## src/motor_pkg.sv

```systemverilog
// Summary of operation
// - Drive code is 12-bit magnitude plus sign, limited to -4095..+4095.
// - Reference equals zero offset plus span times drive code over 4095.
// - Default bipolar reference; positive code forward, negative code reverse.
// - Contactor-reverse output is off for forward and on for reverse.
// - With contactor reversing, the reference and drive sign take the code magnitude, never negative.
// - Jog ramp code bit 0 enables acceleration, bit 1 enables deceleration.
// - Jog acceleration ramps toward jog set-point, deceleration ramps toward 0.
// - Open-loop closed: bit 0 cuts encoder pulses, bit 1 cuts index pulses.
// - Mode select 0 chooses follower, 1 chooses master.
// - Assigned master/follower switch input overrides the keypad mode select.
// - Closed jog switch input forces jog mode over master or follower.
// - Loop computation and phase error update run 1024 times per second.
// - External phase error split into 1024 times release-time parts, one per update.
// - Release time accepted from 0.01 to 100.0 seconds.
// - Phase error sources: index measurement in index-follower, scroll in master/ratio.
// - Four set-points per master, ratio, index mode, one for jog; switch or keypad.
// - In follower operation kind 0 selects ratio, 1 selects index follower.
// - Keypad set-point selectors ignored when set-point switch inputs are assigned.
package motor_pkg;
  localparam int unsigned CLK_HZ_DEF     = 32'h0773_5940;
  localparam logic [31:0] LOOP_HZ        = 32'h0000_0400;
  localparam logic [31:0] CS_PER_S       = 32'h0000_0064;
  localparam logic [7:0]  OFS_CTRL       = 8'h00;
  localparam logic [7:0]  OFS_SEL        = 8'h04;
  localparam logic [7:0]  OFS_RELEASE    = 8'h08;
  localparam logic [7:0]  OFS_CAL        = 8'h0c;
  localparam logic [7:0]  OFS_RAMP       = 8'h10;
  localparam logic [7:0]  OFS_CMD        = 8'h14;
  localparam logic [7:0]  OFS_SCROLL     = 8'h18;
  localparam logic [7:0]  OFS_STATUS     = 8'h1c;
  localparam logic [7:0]  OFS_PHASE      = 8'h20;
  localparam logic [7:0]  OFS_REF        = 8'h24;
  localparam logic [7:0]  OFS_SP_BASE    = 8'h40;
  localparam logic [7:0]  OFS_SP_LAST    = 8'h70;
  localparam logic [3:0]  JOG_SP_IDX     = 4'hc;
  localparam logic [12:0] DRIVE_MAX      = 13'h0fff;
  localparam logic [31:0] DRIVE_DIV      = 32'h0000_0fff;
  localparam logic [13:0] RELEASE_CS_MIN = 14'h0001;
  localparam logic [13:0] RELEASE_CS_MAX = 14'h2710;
  localparam logic [13:0] RELEASE_CS_RST = 14'h0064;
  localparam logic [10:0] CTRL_RST       = 11'h001;
  localparam logic [5:0]  SEL_RST        = 6'h00;
  localparam logic [15:0] OFFSET_RST     = 16'h0000;
  localparam logic [15:0] SPAN_RST       = 16'h2710;
  localparam logic [11:0] RAMP_RST       = 12'h001;
  localparam logic [1:0]  RESP_OKAY      = 2'b00;
  localparam logic [1:0]  RESP_SLVERR    = 2'b10;

  typedef enum logic [1:0] {
    MODE_MASTER = 2'b00,
    MODE_RATIO  = 2'b01,
    MODE_INDEX  = 2'b10,
    MODE_JOG    = 2'b11
  } mode_t;

  typedef struct packed {
    logic       open_loop_assigned;
    logic       jog_assigned;
    logic       sp_sw_assigned;
    logic       mf_sw_assigned;
    logic       contactor_assigned;
    logic [1:0] open_loop_effect_config;
    logic [1:0] jog_ramp_config;
    logic       follower_kind_select;
    logic       master_follower_select;
  } ctrl_t;

  typedef struct packed {
    logic       jog;
    logic       open_loop;
    logic       mf;
    logic [1:0] sp;
    logic       fb_enc;
    logic       fb_idx;
  } sw_t;

  typedef struct packed {
    logic        awvalid;
    logic [7:0]  awaddr;
    logic        wvalid;
    logic [31:0] wdata;
    logic [3:0]  wstrb;
    logic        bready;
    logic        arvalid;
    logic [7:0]  araddr;
    logic        rready;
  } axi_req_t;

  typedef struct packed {
    logic        awready;
    logic        wready;
    logic        bvalid;
    logic [1:0]  bresp;
    logic        arready;
    logic        rvalid;
    logic [31:0] rdata;
    logic [1:0]  rresp;
  } axi_rsp_t;
endpackage

```

## src/phase_release.sv

```systemverilog
`timescale 1ns/1ns
module phase_release (
  input  wire logic        i_clk,
  input  wire logic        i_nrst,
  input  wire logic        i_tick,
  input  wire logic        i_load,
  input  wire logic [31:0] i_err,
  input  wire logic [16:0] i_parts,
  output logic [31:0]      o_part,
  output logic             o_part_valid,
  output logic             o_busy
);
  typedef struct packed {
    logic [31:0] left;
    logic [16:0] ticks;
    logic [31:0] part;
    logic        valid;
  } rel_t;

  rel_t        r_reg;
  rel_t        r_next;
  logic [31:0] base_left;
  logic [16:0] base_ticks;
  logic [31:0] quot;

  always_comb
  begin
    r_next     = r_reg;
    r_next.valid = 1'b0;
    // A new error joins what is still undelivered and restarts the spread
    base_left  = r_reg.left + (i_load ? i_err : 32'h0000_0000);
    base_ticks = i_load ? i_parts : r_reg.ticks;
    quot       = 32'h0000_0000;
    r_next.left  = base_left;
    r_next.ticks = base_ticks;
    if (i_tick && base_ticks != 17'h0_0000)
    begin
      // Last tick divides by one, so the remainder is released exactly
      quot         = 32'($signed(base_left) / $signed({15'h0000, base_ticks}));
      r_next.part  = quot;
      r_next.left  = base_left - quot;
      r_next.ticks = base_ticks - 17'h0_0001;
      r_next.valid = 1'b1;
    end
  end

  always_ff @(posedge i_clk or negedge i_nrst)
  begin
    if (!i_nrst)
      r_reg <= '0;
    else
      r_reg <= r_next;
  end

  assign o_part       = r_reg.part;
  assign o_part_valid = r_reg.valid;
  assign o_busy       = (r_reg.ticks != 17'h0_0000);
endmodule // phase_release

```

## src/motor_output_mode_control.sv

```systemverilog
// Our own choices: the address map and the AXI4-Lite slave port.
`timescale 1ns/1ns
module motor_output_mode_control #(
  parameter int unsigned CLK_HZ = motor_pkg::CLK_HZ_DEF
) (
  input  wire logic               i_clk,
  input  wire logic               i_nrst,
  input  wire motor_pkg::axi_req_t i_axi,
  output motor_pkg::axi_rsp_t     o_axi,
  input  wire motor_pkg::sw_t     i_sw,
  input  wire logic               i_idx_meas_valid,
  input  wire logic [31:0]        i_idx_meas_err,
  output logic [11:0]             o_drive_mag,
  output logic                    o_drive_neg,
  output logic                    o_contactor_rev,
  output logic [31:0]             o_ref_value,
  output logic                    o_fb_enc_pulse,
  output logic                    o_fb_idx_pulse,
  output logic                    o_loop_tick,
  output motor_pkg::mode_t        o_mode,
  output logic [15:0]             o_setpoint,
  output logic [31:0]             o_phase_err
);
  import motor_pkg::*;

  typedef struct packed {
    sw_t              sync1;
    sw_t              sync2;
    logic             awready;
    logic             wready;
    logic             bvalid;
    logic [1:0]       bresp;
    logic             arready;
    logic             rvalid;
    logic [1:0]       rresp;
    logic [31:0]      rdata;
    logic             aw_have;
    logic             w_have;
    logic [7:0]       awaddr;
    logic [31:0]      wdata;
    logic [3:0]       wstrb;
    ctrl_t            ctrl;
    logic [5:0]       sel;
    logic [13:0]      rel_cs;
    logic [15:0]      offset;
    logic [15:0]      span;
    logic [11:0]      ramp;
    logic [15:0]      cmd;
    logic [12:0][15:0] sp;
    logic [31:0]      tick_acc;
    logic             tick;
    logic [12:0]      code;
    logic             dec;
    mode_t            mode;
    logic [3:0]       sp_idx;
    logic [15:0]      sp_val;
    logic [11:0]      drive_mag;
    logic             drive_neg;
    logic             contactor_rev;
    logic             enc_out;
    logic             idx_out;
    logic [31:0]      ref_v;
    logic [31:0]      phase_err;
    logic             inj;
    logic [31:0]      inj_err;
  } st_t;

  st_t         r_reg;
  st_t         r_next;
  sw_t         sw;
  logic        mf;
  logic        open_loop_on;
  logic [1:0]  spsel;
  logic [12:0] tgt;
  logic [12:0] code_new;
  logic [12:0] out_code;
  logic        away;
  logic        ramp_on;
  logic [31:0] wv;
  logic [31:0] prod;
  logic [31:0] parts_full;
  logic [16:0] parts;
  logic [31:0] rel_part;
  logic        rel_valid;
  logic        rel_busy;

  function automatic logic [31:0] wmerge(input logic [31:0] old, input logic [31:0] nv,
                                         input logic [3:0] strb);
    logic [31:0] res;
    res = old;
    for (int b = 0; b < 4; b++)
      if (strb[b])
        res[8*b +: 8] = nv[8*b +: 8];
    return res;
  endfunction

  function automatic logic sp_hit(input logic [7:0] a);
    return (a >= OFS_SP_BASE) && (a <= OFS_SP_LAST) && (a[1:0] == 2'b00);
  endfunction

  function automatic logic [3:0] sp_pos(input logic [7:0] a);
    logic [7:0] d;
    d = a - OFS_SP_BASE;
    return d[5:2];
  endfunction

  function automatic logic mapped(input logic [7:0] a);
    return sp_hit(a) || (a[1:0] == 2'b00 && a <= OFS_REF);
  endfunction

  function automatic logic [12:0] clamp13(input logic [15:0] v);
    if ($signed(v) > $signed({3'b000, DRIVE_MAX}))
      return DRIVE_MAX;
    else if ($signed(v) < -$signed({3'b000, DRIVE_MAX}))
      return -DRIVE_MAX;
    else
      return v[12:0];
  endfunction

  function automatic logic [12:0] abs13(input logic [12:0] v);
    return v[12] ? -v : v;
  endfunction

  function automatic logic [12:0] step_to(input logic [12:0] cur, input logic [12:0] t,
                                          input logic [11:0] st);
    logic [13:0] diff;
    diff = 14'($signed(t) - $signed(cur));
    if ($signed(diff) > $signed({2'b00, st}))
      return cur + {1'b0, st};
    else if ($signed(diff) < -$signed({2'b00, st}))
      return cur - {1'b0, st};
    else
      return t;
  endfunction

  // Parts per spread, rounded to the nearest whole loop update
  assign parts_full = ({18'h0_0000, r_reg.rel_cs} * LOOP_HZ + (CS_PER_S >> 1)) / CS_PER_S;
  assign parts      = parts_full[16:0];

  phase_release u_release (
    .i_clk        (i_clk),
    .i_nrst       (i_nrst),
    .i_tick       (r_reg.tick),
    .i_load       (r_reg.inj),
    .i_err        (r_reg.inj_err),
    .i_parts      (parts),
    .o_part       (rel_part),
    .o_part_valid (rel_valid),
    .o_busy       (rel_busy)
  );

  always_comb
  begin
    r_next       = r_reg;
    r_next.tick  = 1'b0;
    r_next.inj   = 1'b0;
    r_next.sync1 = i_sw;
    r_next.sync2 = r_reg.sync1;
    sw           = r_reg.sync2;
    wv           = 32'h0000_0000;

    // Operating mode
    mf = r_reg.ctrl.mf_sw_assigned ? sw.mf : r_reg.ctrl.master_follower_select;
    if (r_reg.ctrl.jog_assigned && sw.jog)
      r_next.mode = MODE_JOG;
    else if (mf)
      r_next.mode = MODE_MASTER;
    else if (r_reg.ctrl.follower_kind_select)
      r_next.mode = MODE_INDEX;
    else
      r_next.mode = MODE_RATIO;

    // Active set-point
    case (r_reg.mode)
      MODE_RATIO: spsel = r_reg.sel[3:2];
      MODE_INDEX: spsel = r_reg.sel[5:4];
      default:    spsel = r_reg.sel[1:0];
    endcase
    if (r_reg.ctrl.sp_sw_assigned)
      spsel = sw.sp;
    r_next.sp_idx = (r_reg.mode == MODE_JOG) ? JOG_SP_IDX : {r_reg.mode, spsel};
    r_next.sp_val = r_reg.sp[r_reg.sp_idx];

    // Feedback pulse gating while open loop
    open_loop_on   = r_reg.ctrl.open_loop_assigned && sw.open_loop;
    r_next.enc_out = sw.fb_enc && !(open_loop_on && r_reg.ctrl.open_loop_effect_config[0]);
    r_next.idx_out = sw.fb_idx && !(open_loop_on && r_reg.ctrl.open_loop_effect_config[1]);

    // Loop update rate from a fractional accumulator
    if (r_reg.tick_acc + LOOP_HZ >= CLK_HZ)
    begin
      r_next.tick_acc = r_reg.tick_acc + LOOP_HZ - CLK_HZ;
      r_next.tick     = 1'b1;
    end
    else
      r_next.tick_acc = r_reg.tick_acc + LOOP_HZ;

    // Drive code: jog ramps, otherwise loop command
    if (r_reg.mode == MODE_JOG)
      tgt = clamp13(r_reg.sp[JOG_SP_IDX]);
    else if (r_reg.dec)
      tgt = 13'h0000;
    else
      tgt = clamp13(r_reg.cmd);
    away    = (abs13(tgt) > abs13(r_reg.code)) &&
              (tgt[12] == r_reg.code[12] || r_reg.code == 13'h0000);
    ramp_on = (r_reg.mode == MODE_JOG || r_reg.dec) &&
              (away ? r_reg.ctrl.jog_ramp_config[0] : r_reg.ctrl.jog_ramp_config[1]);
    code_new = ramp_on ? step_to(r_reg.code, tgt, r_reg.ramp) : tgt;
    if (r_reg.tick)
    begin
      r_next.code = code_new;
      r_next.dec  = (r_reg.mode == MODE_JOG) ? r_reg.ctrl.jog_ramp_config[1] :
                    (r_reg.dec && code_new != 13'h0000);
    end

    // Output stage: bipolar by default, unipolar plus contactor when assigned
    out_code = r_reg.ctrl.contactor_assigned ? abs13(r_reg.code) : r_reg.code;
    r_next.drive_mag     = 12'(abs13(r_reg.code));
    r_next.drive_neg     = out_code[12];
    r_next.contactor_rev = r_reg.ctrl.contactor_assigned && r_reg.code[12];
    prod = 32'($signed({16'h0000, r_reg.span}) * $signed({{19{out_code[12]}}, out_code}));
    if (r_reg.tick)
      r_next.ref_v = 32'($signed({{16{r_reg.offset[15]}}, r_reg.offset}) +
                         $signed(prod) / $signed(DRIVE_DIV));

    // Phase error sources
    if (i_idx_meas_valid && r_reg.mode == MODE_INDEX)
    begin
      r_next.inj     = 1'b1;
      r_next.inj_err = i_idx_meas_err;
    end

    // Register writes
    if (i_axi.awvalid && r_reg.awready)
    begin
      r_next.aw_have = 1'b1;
      r_next.awaddr  = i_axi.awaddr;
      r_next.awready = 1'b0;
    end
    if (i_axi.wvalid && r_reg.wready)
    begin
      r_next.w_have = 1'b1;
      r_next.wdata  = i_axi.wdata;
      r_next.wstrb  = i_axi.wstrb;
      r_next.wready = 1'b0;
    end
    if (rel_valid)
      r_next.phase_err = r_reg.phase_err + rel_part;
    if (r_reg.aw_have && r_reg.w_have && !r_reg.bvalid)
    begin
      r_next.aw_have = 1'b0;
      r_next.w_have  = 1'b0;
      r_next.bvalid  = 1'b1;
      r_next.bresp   = mapped(r_reg.awaddr) ? RESP_OKAY : RESP_SLVERR;
      case (r_reg.awaddr)
        OFS_CTRL:
          r_next.ctrl = ctrl_t'(11'(wmerge({21'h00_0000, r_reg.ctrl}, r_reg.wdata,
                                           r_reg.wstrb)));
        OFS_SEL:
          r_next.sel = 6'(wmerge({26'h000_0000, r_reg.sel}, r_reg.wdata, r_reg.wstrb));
        OFS_RELEASE:
        begin
          wv = wmerge({18'h0_0000, r_reg.rel_cs}, r_reg.wdata, r_reg.wstrb);
          if (wv < {18'h0_0000, RELEASE_CS_MIN})
            r_next.rel_cs = RELEASE_CS_MIN;
          else if (wv > {18'h0_0000, RELEASE_CS_MAX})
            r_next.rel_cs = RELEASE_CS_MAX;
          else
            r_next.rel_cs = wv[13:0];
        end
        OFS_CAL:
        begin
          wv = wmerge({r_reg.span, r_reg.offset}, r_reg.wdata, r_reg.wstrb);
          r_next.offset = wv[15:0];
          r_next.span   = wv[31:16];
        end
        OFS_RAMP:
          r_next.ramp = 12'(wmerge({20'h0_0000, r_reg.ramp}, r_reg.wdata, r_reg.wstrb));
        OFS_CMD:
          r_next.cmd = 16'(wmerge({16'h0000, r_reg.cmd}, r_reg.wdata, r_reg.wstrb));
        OFS_SCROLL:
          if (r_reg.mode == MODE_MASTER || r_reg.mode == MODE_RATIO)
          begin
            r_next.inj     = 1'b1;
            r_next.inj_err = wmerge(32'h0000_0000, r_reg.wdata, r_reg.wstrb);
          end
        OFS_PHASE:
          // A part released in the same cycle survives the clear
          r_next.phase_err = rel_valid ? rel_part : 32'h0000_0000;
        default:
          if (sp_hit(r_reg.awaddr))
            r_next.sp[sp_pos(r_reg.awaddr)] =
              16'(wmerge({16'h0000, r_reg.sp[sp_pos(r_reg.awaddr)]}, r_reg.wdata,
                         r_reg.wstrb));
      endcase
    end
    if (r_reg.bvalid && i_axi.bready)
    begin
      r_next.bvalid  = 1'b0;
      r_next.awready = 1'b1;
      r_next.wready  = 1'b1;
    end

    // Register reads
    if (i_axi.arvalid && r_reg.arready)
    begin
      r_next.arready = 1'b0;
      r_next.rvalid  = 1'b1;
      r_next.rresp   = mapped(i_axi.araddr) ? RESP_OKAY : RESP_SLVERR;
      case (i_axi.araddr)
        OFS_CTRL:    r_next.rdata = {21'h00_0000, r_reg.ctrl};
        OFS_SEL:     r_next.rdata = {26'h000_0000, r_reg.sel};
        OFS_RELEASE: r_next.rdata = {18'h0_0000, r_reg.rel_cs};
        OFS_CAL:     r_next.rdata = {r_reg.span, r_reg.offset};
        OFS_RAMP:    r_next.rdata = {20'h0_0000, r_reg.ramp};
        OFS_CMD:     r_next.rdata = {16'h0000, r_reg.cmd};
        OFS_STATUS:  r_next.rdata = {3'b000, r_reg.code, 6'h00, rel_busy, r_reg.dec,
                                     r_reg.drive_neg, r_reg.contactor_rev, r_reg.sp_idx,
                                     r_reg.mode};
        OFS_PHASE:   r_next.rdata = r_reg.phase_err;
        OFS_REF:     r_next.rdata = r_reg.ref_v;
        default:
          if (sp_hit(i_axi.araddr))
            r_next.rdata = {16'h0000, r_reg.sp[sp_pos(i_axi.araddr)]};
          else
            r_next.rdata = 32'h0000_0000;
      endcase
    end
    if (r_reg.rvalid && i_axi.rready)
    begin
      r_next.rvalid  = 1'b0;
      r_next.arready = 1'b1;
    end
  end

  always_ff @(posedge i_clk or negedge i_nrst)
  begin
    if (!i_nrst)
    begin
      r_reg         <= '0;
      r_reg.awready <= 1'b1;
      r_reg.wready  <= 1'b1;
      r_reg.arready <= 1'b1;
      r_reg.ctrl    <= ctrl_t'(CTRL_RST);
      r_reg.sel     <= SEL_RST;
      r_reg.rel_cs  <= RELEASE_CS_RST;
      r_reg.offset  <= OFFSET_RST;
      r_reg.span    <= SPAN_RST;
      r_reg.ramp    <= RAMP_RST;
    end
    else
      r_reg <= r_next;
  end

  assign o_axi.awready   = r_reg.awready;
  assign o_axi.wready    = r_reg.wready;
  assign o_axi.bvalid    = r_reg.bvalid;
  assign o_axi.bresp     = r_reg.bresp;
  assign o_axi.arready   = r_reg.arready;
  assign o_axi.rvalid    = r_reg.rvalid;
  assign o_axi.rdata     = r_reg.rdata;
  assign o_axi.rresp     = r_reg.rresp;
  assign o_drive_mag     = r_reg.drive_mag;
  assign o_drive_neg     = r_reg.drive_neg;
  assign o_contactor_rev = r_reg.contactor_rev;
  assign o_ref_value     = r_reg.ref_v;
  assign o_fb_enc_pulse  = r_reg.enc_out;
  assign o_fb_idx_pulse  = r_reg.idx_out;
  assign o_loop_tick     = r_reg.tick;
  assign o_mode          = r_reg.mode;
  assign o_setpoint      = r_reg.sp_val;
  assign o_phase_err     = r_reg.phase_err;
endmodule // motor_output_mode_control

```

## config.mk

```make
export PLATFORM = sky130hd
export DESIGN_NAME = motor_output_mode_control
export DESIGN_NICKNAME = d
export VERILOG_FILES = /design/src/motor_pkg.sv /design/src/phase_release.sv /design/src/motor_output_mode_control.sv
export SDC_FILE = /design/constraint.sdc
export NUM_CORES = 2
export LEC_CHECK = 0
export ABC_AREA = 1
export BUFFER_PORTS_ARGS = -buffer_cell sky130_fd_sc_hd__buf_4
export CAP_MARGIN = 10
export CORE_MARGIN = 3
export CORE_UTILIZATION = 45
export DETAILED_ROUTE_END_ITERATION = 10
export SYNTH_ARGS = -nofsm -noshare
export SYNTH_HDL_FRONTEND = slang
export SYNTH_SLANG_ARGS = --single-unit
```

## constraint.sdc

```tcl
create_clock -name i_clk -period 125.8 [get_ports i_clk]
set_input_delay 6.29 -clock i_clk [delete_from_list [all_inputs] [get_ports i_clk]]
set_output_delay 6.29 -clock i_clk [all_outputs]
set_load 0.1 [all_outputs]
```

# Word level (Yosys, flattened, before mapping)

Cells that the tools add are included.

Reductions and logical operators: 63
Divide/modulo/power cells: 3
$add $sub $neg: 16
Multipliers: 1
Multiplexer cells: 79
Bitwise logic cells: 1
Eq/ne operators: 19
$lt $le $gt $ge: 20

Operators by type and width:

| cell                                                                               | number |
|---|---|
| 32-bit case mux with 9 select lines                                                | 1 |
| 208-bit bitwise mux                                                                | 1 |
| 16-bit binary-select mux with 4-bit select                                         | 3 |
| 8-bit two-way mux                                                                  | 22 |
| 32-bit two-way mux                                                                 | 5 |
| 13-bit two-way mux                                                                 | 12 |
| 33-bit two-way mux                                                                 | 3 |
| 82-bit two-way mux                                                                 | 1 |
| 16-bit two-way mux                                                                 | 5 |
| 65-bit two-way mux                                                                 | 1 |
| 32-bit adder                                                                       | 2 |
| 16-bit demux with 4-bit select                                                     | 1 |
| 8-bit by 5-bit equality test with 1-bit output (second input constant)             | 6 |
| 36-bit two-way mux                                                                 | 1 |
| 3-bit AND reduction                                                                | 12 |
| 17-bit nonzero test                                                                | 2 |
| 16-bit by 32-bit adder with 32-bit output                                          | 1 |
| 32-bit by 11-bit adder with 32-bit output (second input constant)                  | 1 |
| 32-bit by 13-bit divider with 32-bit output (second input constant)                | 1 |
| 32-bit by 18-bit divider with 32-bit output                                        | 1 |
| 32-bit by 7-bit divider with 32-bit output (second input constant)                 | 1 |
| 8-bit by 4-bit equality test with 1-bit output (second input constant)             | 4 |
| 32-bit by 27-bit >= comparator with 1-bit output (second input constant)           | 1 |
| 16-bit by 13-bit greater-than comparator with 1-bit output (second input constant) | 2 |
| 45 further kinds                                                                   | 112 |

Register bits: 664
Output and inout port bits: 140

# Logic depth before layout (Yosys ltp)

Word-level depth: 15
Mapped depth: 806

# By module

From an unflattened synthesis, not the netlist that was laid out.

Cell total of the unflattened synthesis: 13808
Area total of the unflattened synthesis: 90907.2 um2

Modules (own cells, without submodules):

| module                    | area each (um2) | times used | cells each |
|---|---|---|---|
| motor_output_mode_control | 56256.5         | 1          | 8027 |
| phase_release             | 34650.7         | 1          | 5781 |

# Least setup slack after synthesis

Ideal clock, no wire load.

Path kind: flip-flop to flip-flop
Start point: register r_reg[460] (netlist bit)
End point: register u_release.r_reg[76] (netlist bit)
Buffers on the path: 46
Period minus slack after synthesis: 100.871 ns
Cell stages (with the launch flop): 783
Data required time: 125.683 ns
Setup slack: 24.929 ns
Data arrival time: 100.753 ns
Cells stage by stage: dfrtp_1 -> nor2_2 -> nand2_1 -> nand2_2 -> nand3_1 -> inv_2 -> nand2_4 -> nand2_4 -> nand2_1 -> nand2_2 -> nor2_4 -> nand2_4 -> nand2_4 -> nand2_2 -> nand4_2 -> nand2_4 -> nand2_4 -> nand2_2 -> (+747 left out) -> a21oi_1 -> o21ai_0 -> nand3_1 -> nand2_1 -> a21o_1 -> a21oi_1 -> o21bai_1 -> nand2_1 -> nand2_2 -> nand3_2 -> nand2_4 -> nand2_1 -> nand2_2 -> nand2_1 -> nand2_1 -> nand2_1 -> nand3_1 -> nand2_1

RTL lines:

| element                | line                             | text |
|---|---|---|
| start, declared        | motor_output_mode_control.sv:68  | `st_t r_reg;` |
| start signal, assigned | motor_output_mode_control.sv:353 | `r_reg <= r_next;` |
| end signal, assigned   | phase_release.sv:52              | `r_reg <= r_next;` |
| end, declared          | phase_release.sv:20              | `rel_t r_reg;` |

==> metrics <==
GRT met1 Usage=38.86%; htree depth=3; met3 Track Usage GR=4.856%; Buffers on Ports=236; CP Launch Type=register; drt pass-1 iters=6; Synth Flop Type=dfrtp_1; dpl hpwl=246,100 µm; sequential share of the synthesized area=19.33%; ranking of synthesized cells by area=dfrtp_1 (19%), nand2_1 (12%), ha_1 (11%), inv_1 (7.5%), o21ai_0 (7.3%); row cnt=158; top-area cell type share of the netlist area=18.92%; Final Non-Filler Cells=15,020; total grt overflow=0; crit-path most repeated cell=a21oi_1; yosys warns=0; Post-synth EDFFs=0; clock skew=0.05580 ns; arrival time worst endpoint=113.45 ns; core region area=186,600 µm²; crit path kind=reg2reg; commonest cells in the netlist=nand2_1 (2,790), inv_1 (1,696), o21ai_0 (1,232), nor2_1 (853), a21oi_1 (809); most common cell in the netlist=nand2_1; placed insts=14,860; CP max FO=41; first-pass GRT wire length=481,000 µm; mean routed wirelength per cell=21.20 µm; Post-Synthesis Cells=12,550; max capacitance violation total=0; asr flop ratio synth=100.0%; Slew Limit Headroom=5.008%; GP Congestion=1.010; hold_buf cts=0; Slowest cell on crit path=a2111oi_1; fillcell total=19,020; period utilization=89.74%; RSZ-0062 raised after global routing=no; register area=16,440 µm²; vias=84,910; synthesized flop and latch total=656; largest stage delay on the critical path=0.55 ns; Worst Path Required=126.36 ns; Die X=440.7 µm; antenna violations before repair=11; DRT iter0 DRCs=7,370; number of distinct library cells after synthesis=100; Max Slew Vio Count=0; max frequency=0.008858 GHz; clock slew at reported path FFs=0.07 ns; cts bufs inserted=77; status=finished clean; largest net degree at the start of global routing=109; grt peak-use layer=met2; I/O pins=239; Layout Nets=13,470; worst-margin pin slew=1.421 ns; largest area contributor in the netlist=dfrtp_1; vias in the first global route=81,680; die area=194,200 µm²; Fin. Hold Viols=0; vias per cell=5.654; share of cells above drive strength 1=10.69%; met2 Use GR=52.25%; Crit. End Element=register; antenna-violating nets left=0; final wirelength=318,400 µm; Clk Latency, worst-skew pair=0.73 ns; clk buf depth=3; Avg Cell Area, Syn=6.773 µm²; DRC Markers=0; Finish-stage setup viols=0; Hold Path Class=reg2reg; GRT Resource Usage Total=31.93%; Clock Root Buffer=clkbuf_16; CTS tree=done; footprint of the multi-input gates=58,890 µm²; clock sink count=656; Post-Syn Area=85,030 µm²; Die H=440.7 µm; max FFs per register=429; Fin Setup TNS=0 ns; Final min period=112.89 ns; effective utilization at floorplan=45.56%; Area growth, synth to finish=6.498%
==> worst paths after layout <==
| kind | startpoint | end | slack (ns) | cells after the start |
|---|---|---|---|---|
| min in group asynchronous | i_nrst | o_axi[11] | 5.63 | 1 |
| max in group asynchronous | i_nrst | o_axi[33] | 116.97 | 4 |
| max | r_reg[460] | u_release.r_reg[81] | 12.91 | 923 |
| min reg2reg | r_next[569] | r_reg[569] | 0.34 | 0 |
| min | r_next[569] | r_reg[569] | 0.34 | 0 |
| max reg2reg | r_reg[460] | u_release.r_reg[81] | 12.91 | 722 |
==> critical path: cells and delay by family, from the launching register on <==
kind | cells | cell delay [ns]
AO/OA/AOI/OAI | 333 | 62.78
flip-flops | 1 | 0.48
adder cells (fa/ha/maj) | 47 | 14.71
XOR/XNOR | 2 | 0.51
buffers and inverters | 186 | 20.38
AND/OR/NAND/NOR | 355 | 45.29
==> metrics by stage <==
stage                     util, %  hold WS, ns  setup WS (ns)  instance area (µm²)
after floorplan                 -       0.3312          24.93                85030
after global placement      47.02       0.3355          14.86                87750
after detailed placement    47.02       0.3347          10.69                87750
after CTS                   48.45       0.3493          10.34                90410
after global routing        48.52       0.3507        0.02905                90540
final                       48.52       0.3420          12.91                90550
==> what timing repair did <==
action                                  4_1_cts  5_1_grt
resized for setup                             0       15
setup buffers                                 0        7
endpoints found under the setup margin        0       57
==> routing by layer <==
layer  up-vias  routed length (µm)
met4         4               24930
met1     39730              125700
met5         -                  27
met3       855               24230
met2      3454              143500
li1      40860                   -
==> cell usage in the layout (no fill, tap or decap), types with 24 or more instances in the layout <==
cell type	n
nand2_1	2781
inv_1	1690
o21ai_0	1221
nor2_1	842
a21oi_1	809
ha_1	741
dfrtp_1	640
nand3_1	572
xor2_1	498
buf_4	341
nand2_2	229
xnor2_1	191
nand4_1	166
fa_1	161
nand2_4	112
nor3_1	109
nand3_2	90
o22ai_1	80
o21ai_1	79
clkbuf_16	78
nor2_2	76
or2_2	66
inv_2	64
a21o_1	62
a22oi_1	62
o21bai_1	60
nor2_4	52
nor4_1	46
a31oi_1	37
nand3b_1	36
o211ai_1	36
a221oi_1	35
o31ai_1	34
clkinv_1	27
o21a_1	27
clkinv_2	26
o21ai_2	24
==> cells by family after synthesis <==
logic type | share of synthesized area, %
AND/OR/NAND/NOR | 29.12
AO/OA/AOI/OAI | 18.00
buffers and inverters | 11.68
adder cells (fa/ha/maj) | 14.69
XOR/XNOR | 7.174
flip-flops | 19.33
other | 0.004410
multiplexers | 0.01177
==> area by class of cell <==
| cell class | instances | area share (%) |
|---|---|---|
| multi-input combinational | 9579 | 65.03 |
| sequential | 656 | 18.15 |
| clock buffer | 110 | 2.421 |
| antenna | 6 | 0.01658 |
| clock inverter | 34 | 0.5195 |
| timing repair inverter | 2 | 0.01105 |
| timing repair buffer | 342 | 2.844 |
| tap | 2480 | 3.427 |
| inverter | 1807 | 7.573 |
Power is left out: the tool's default activity adds up to more than one toggle a clock period on the data nets, which glitch-free logic cannot reach.
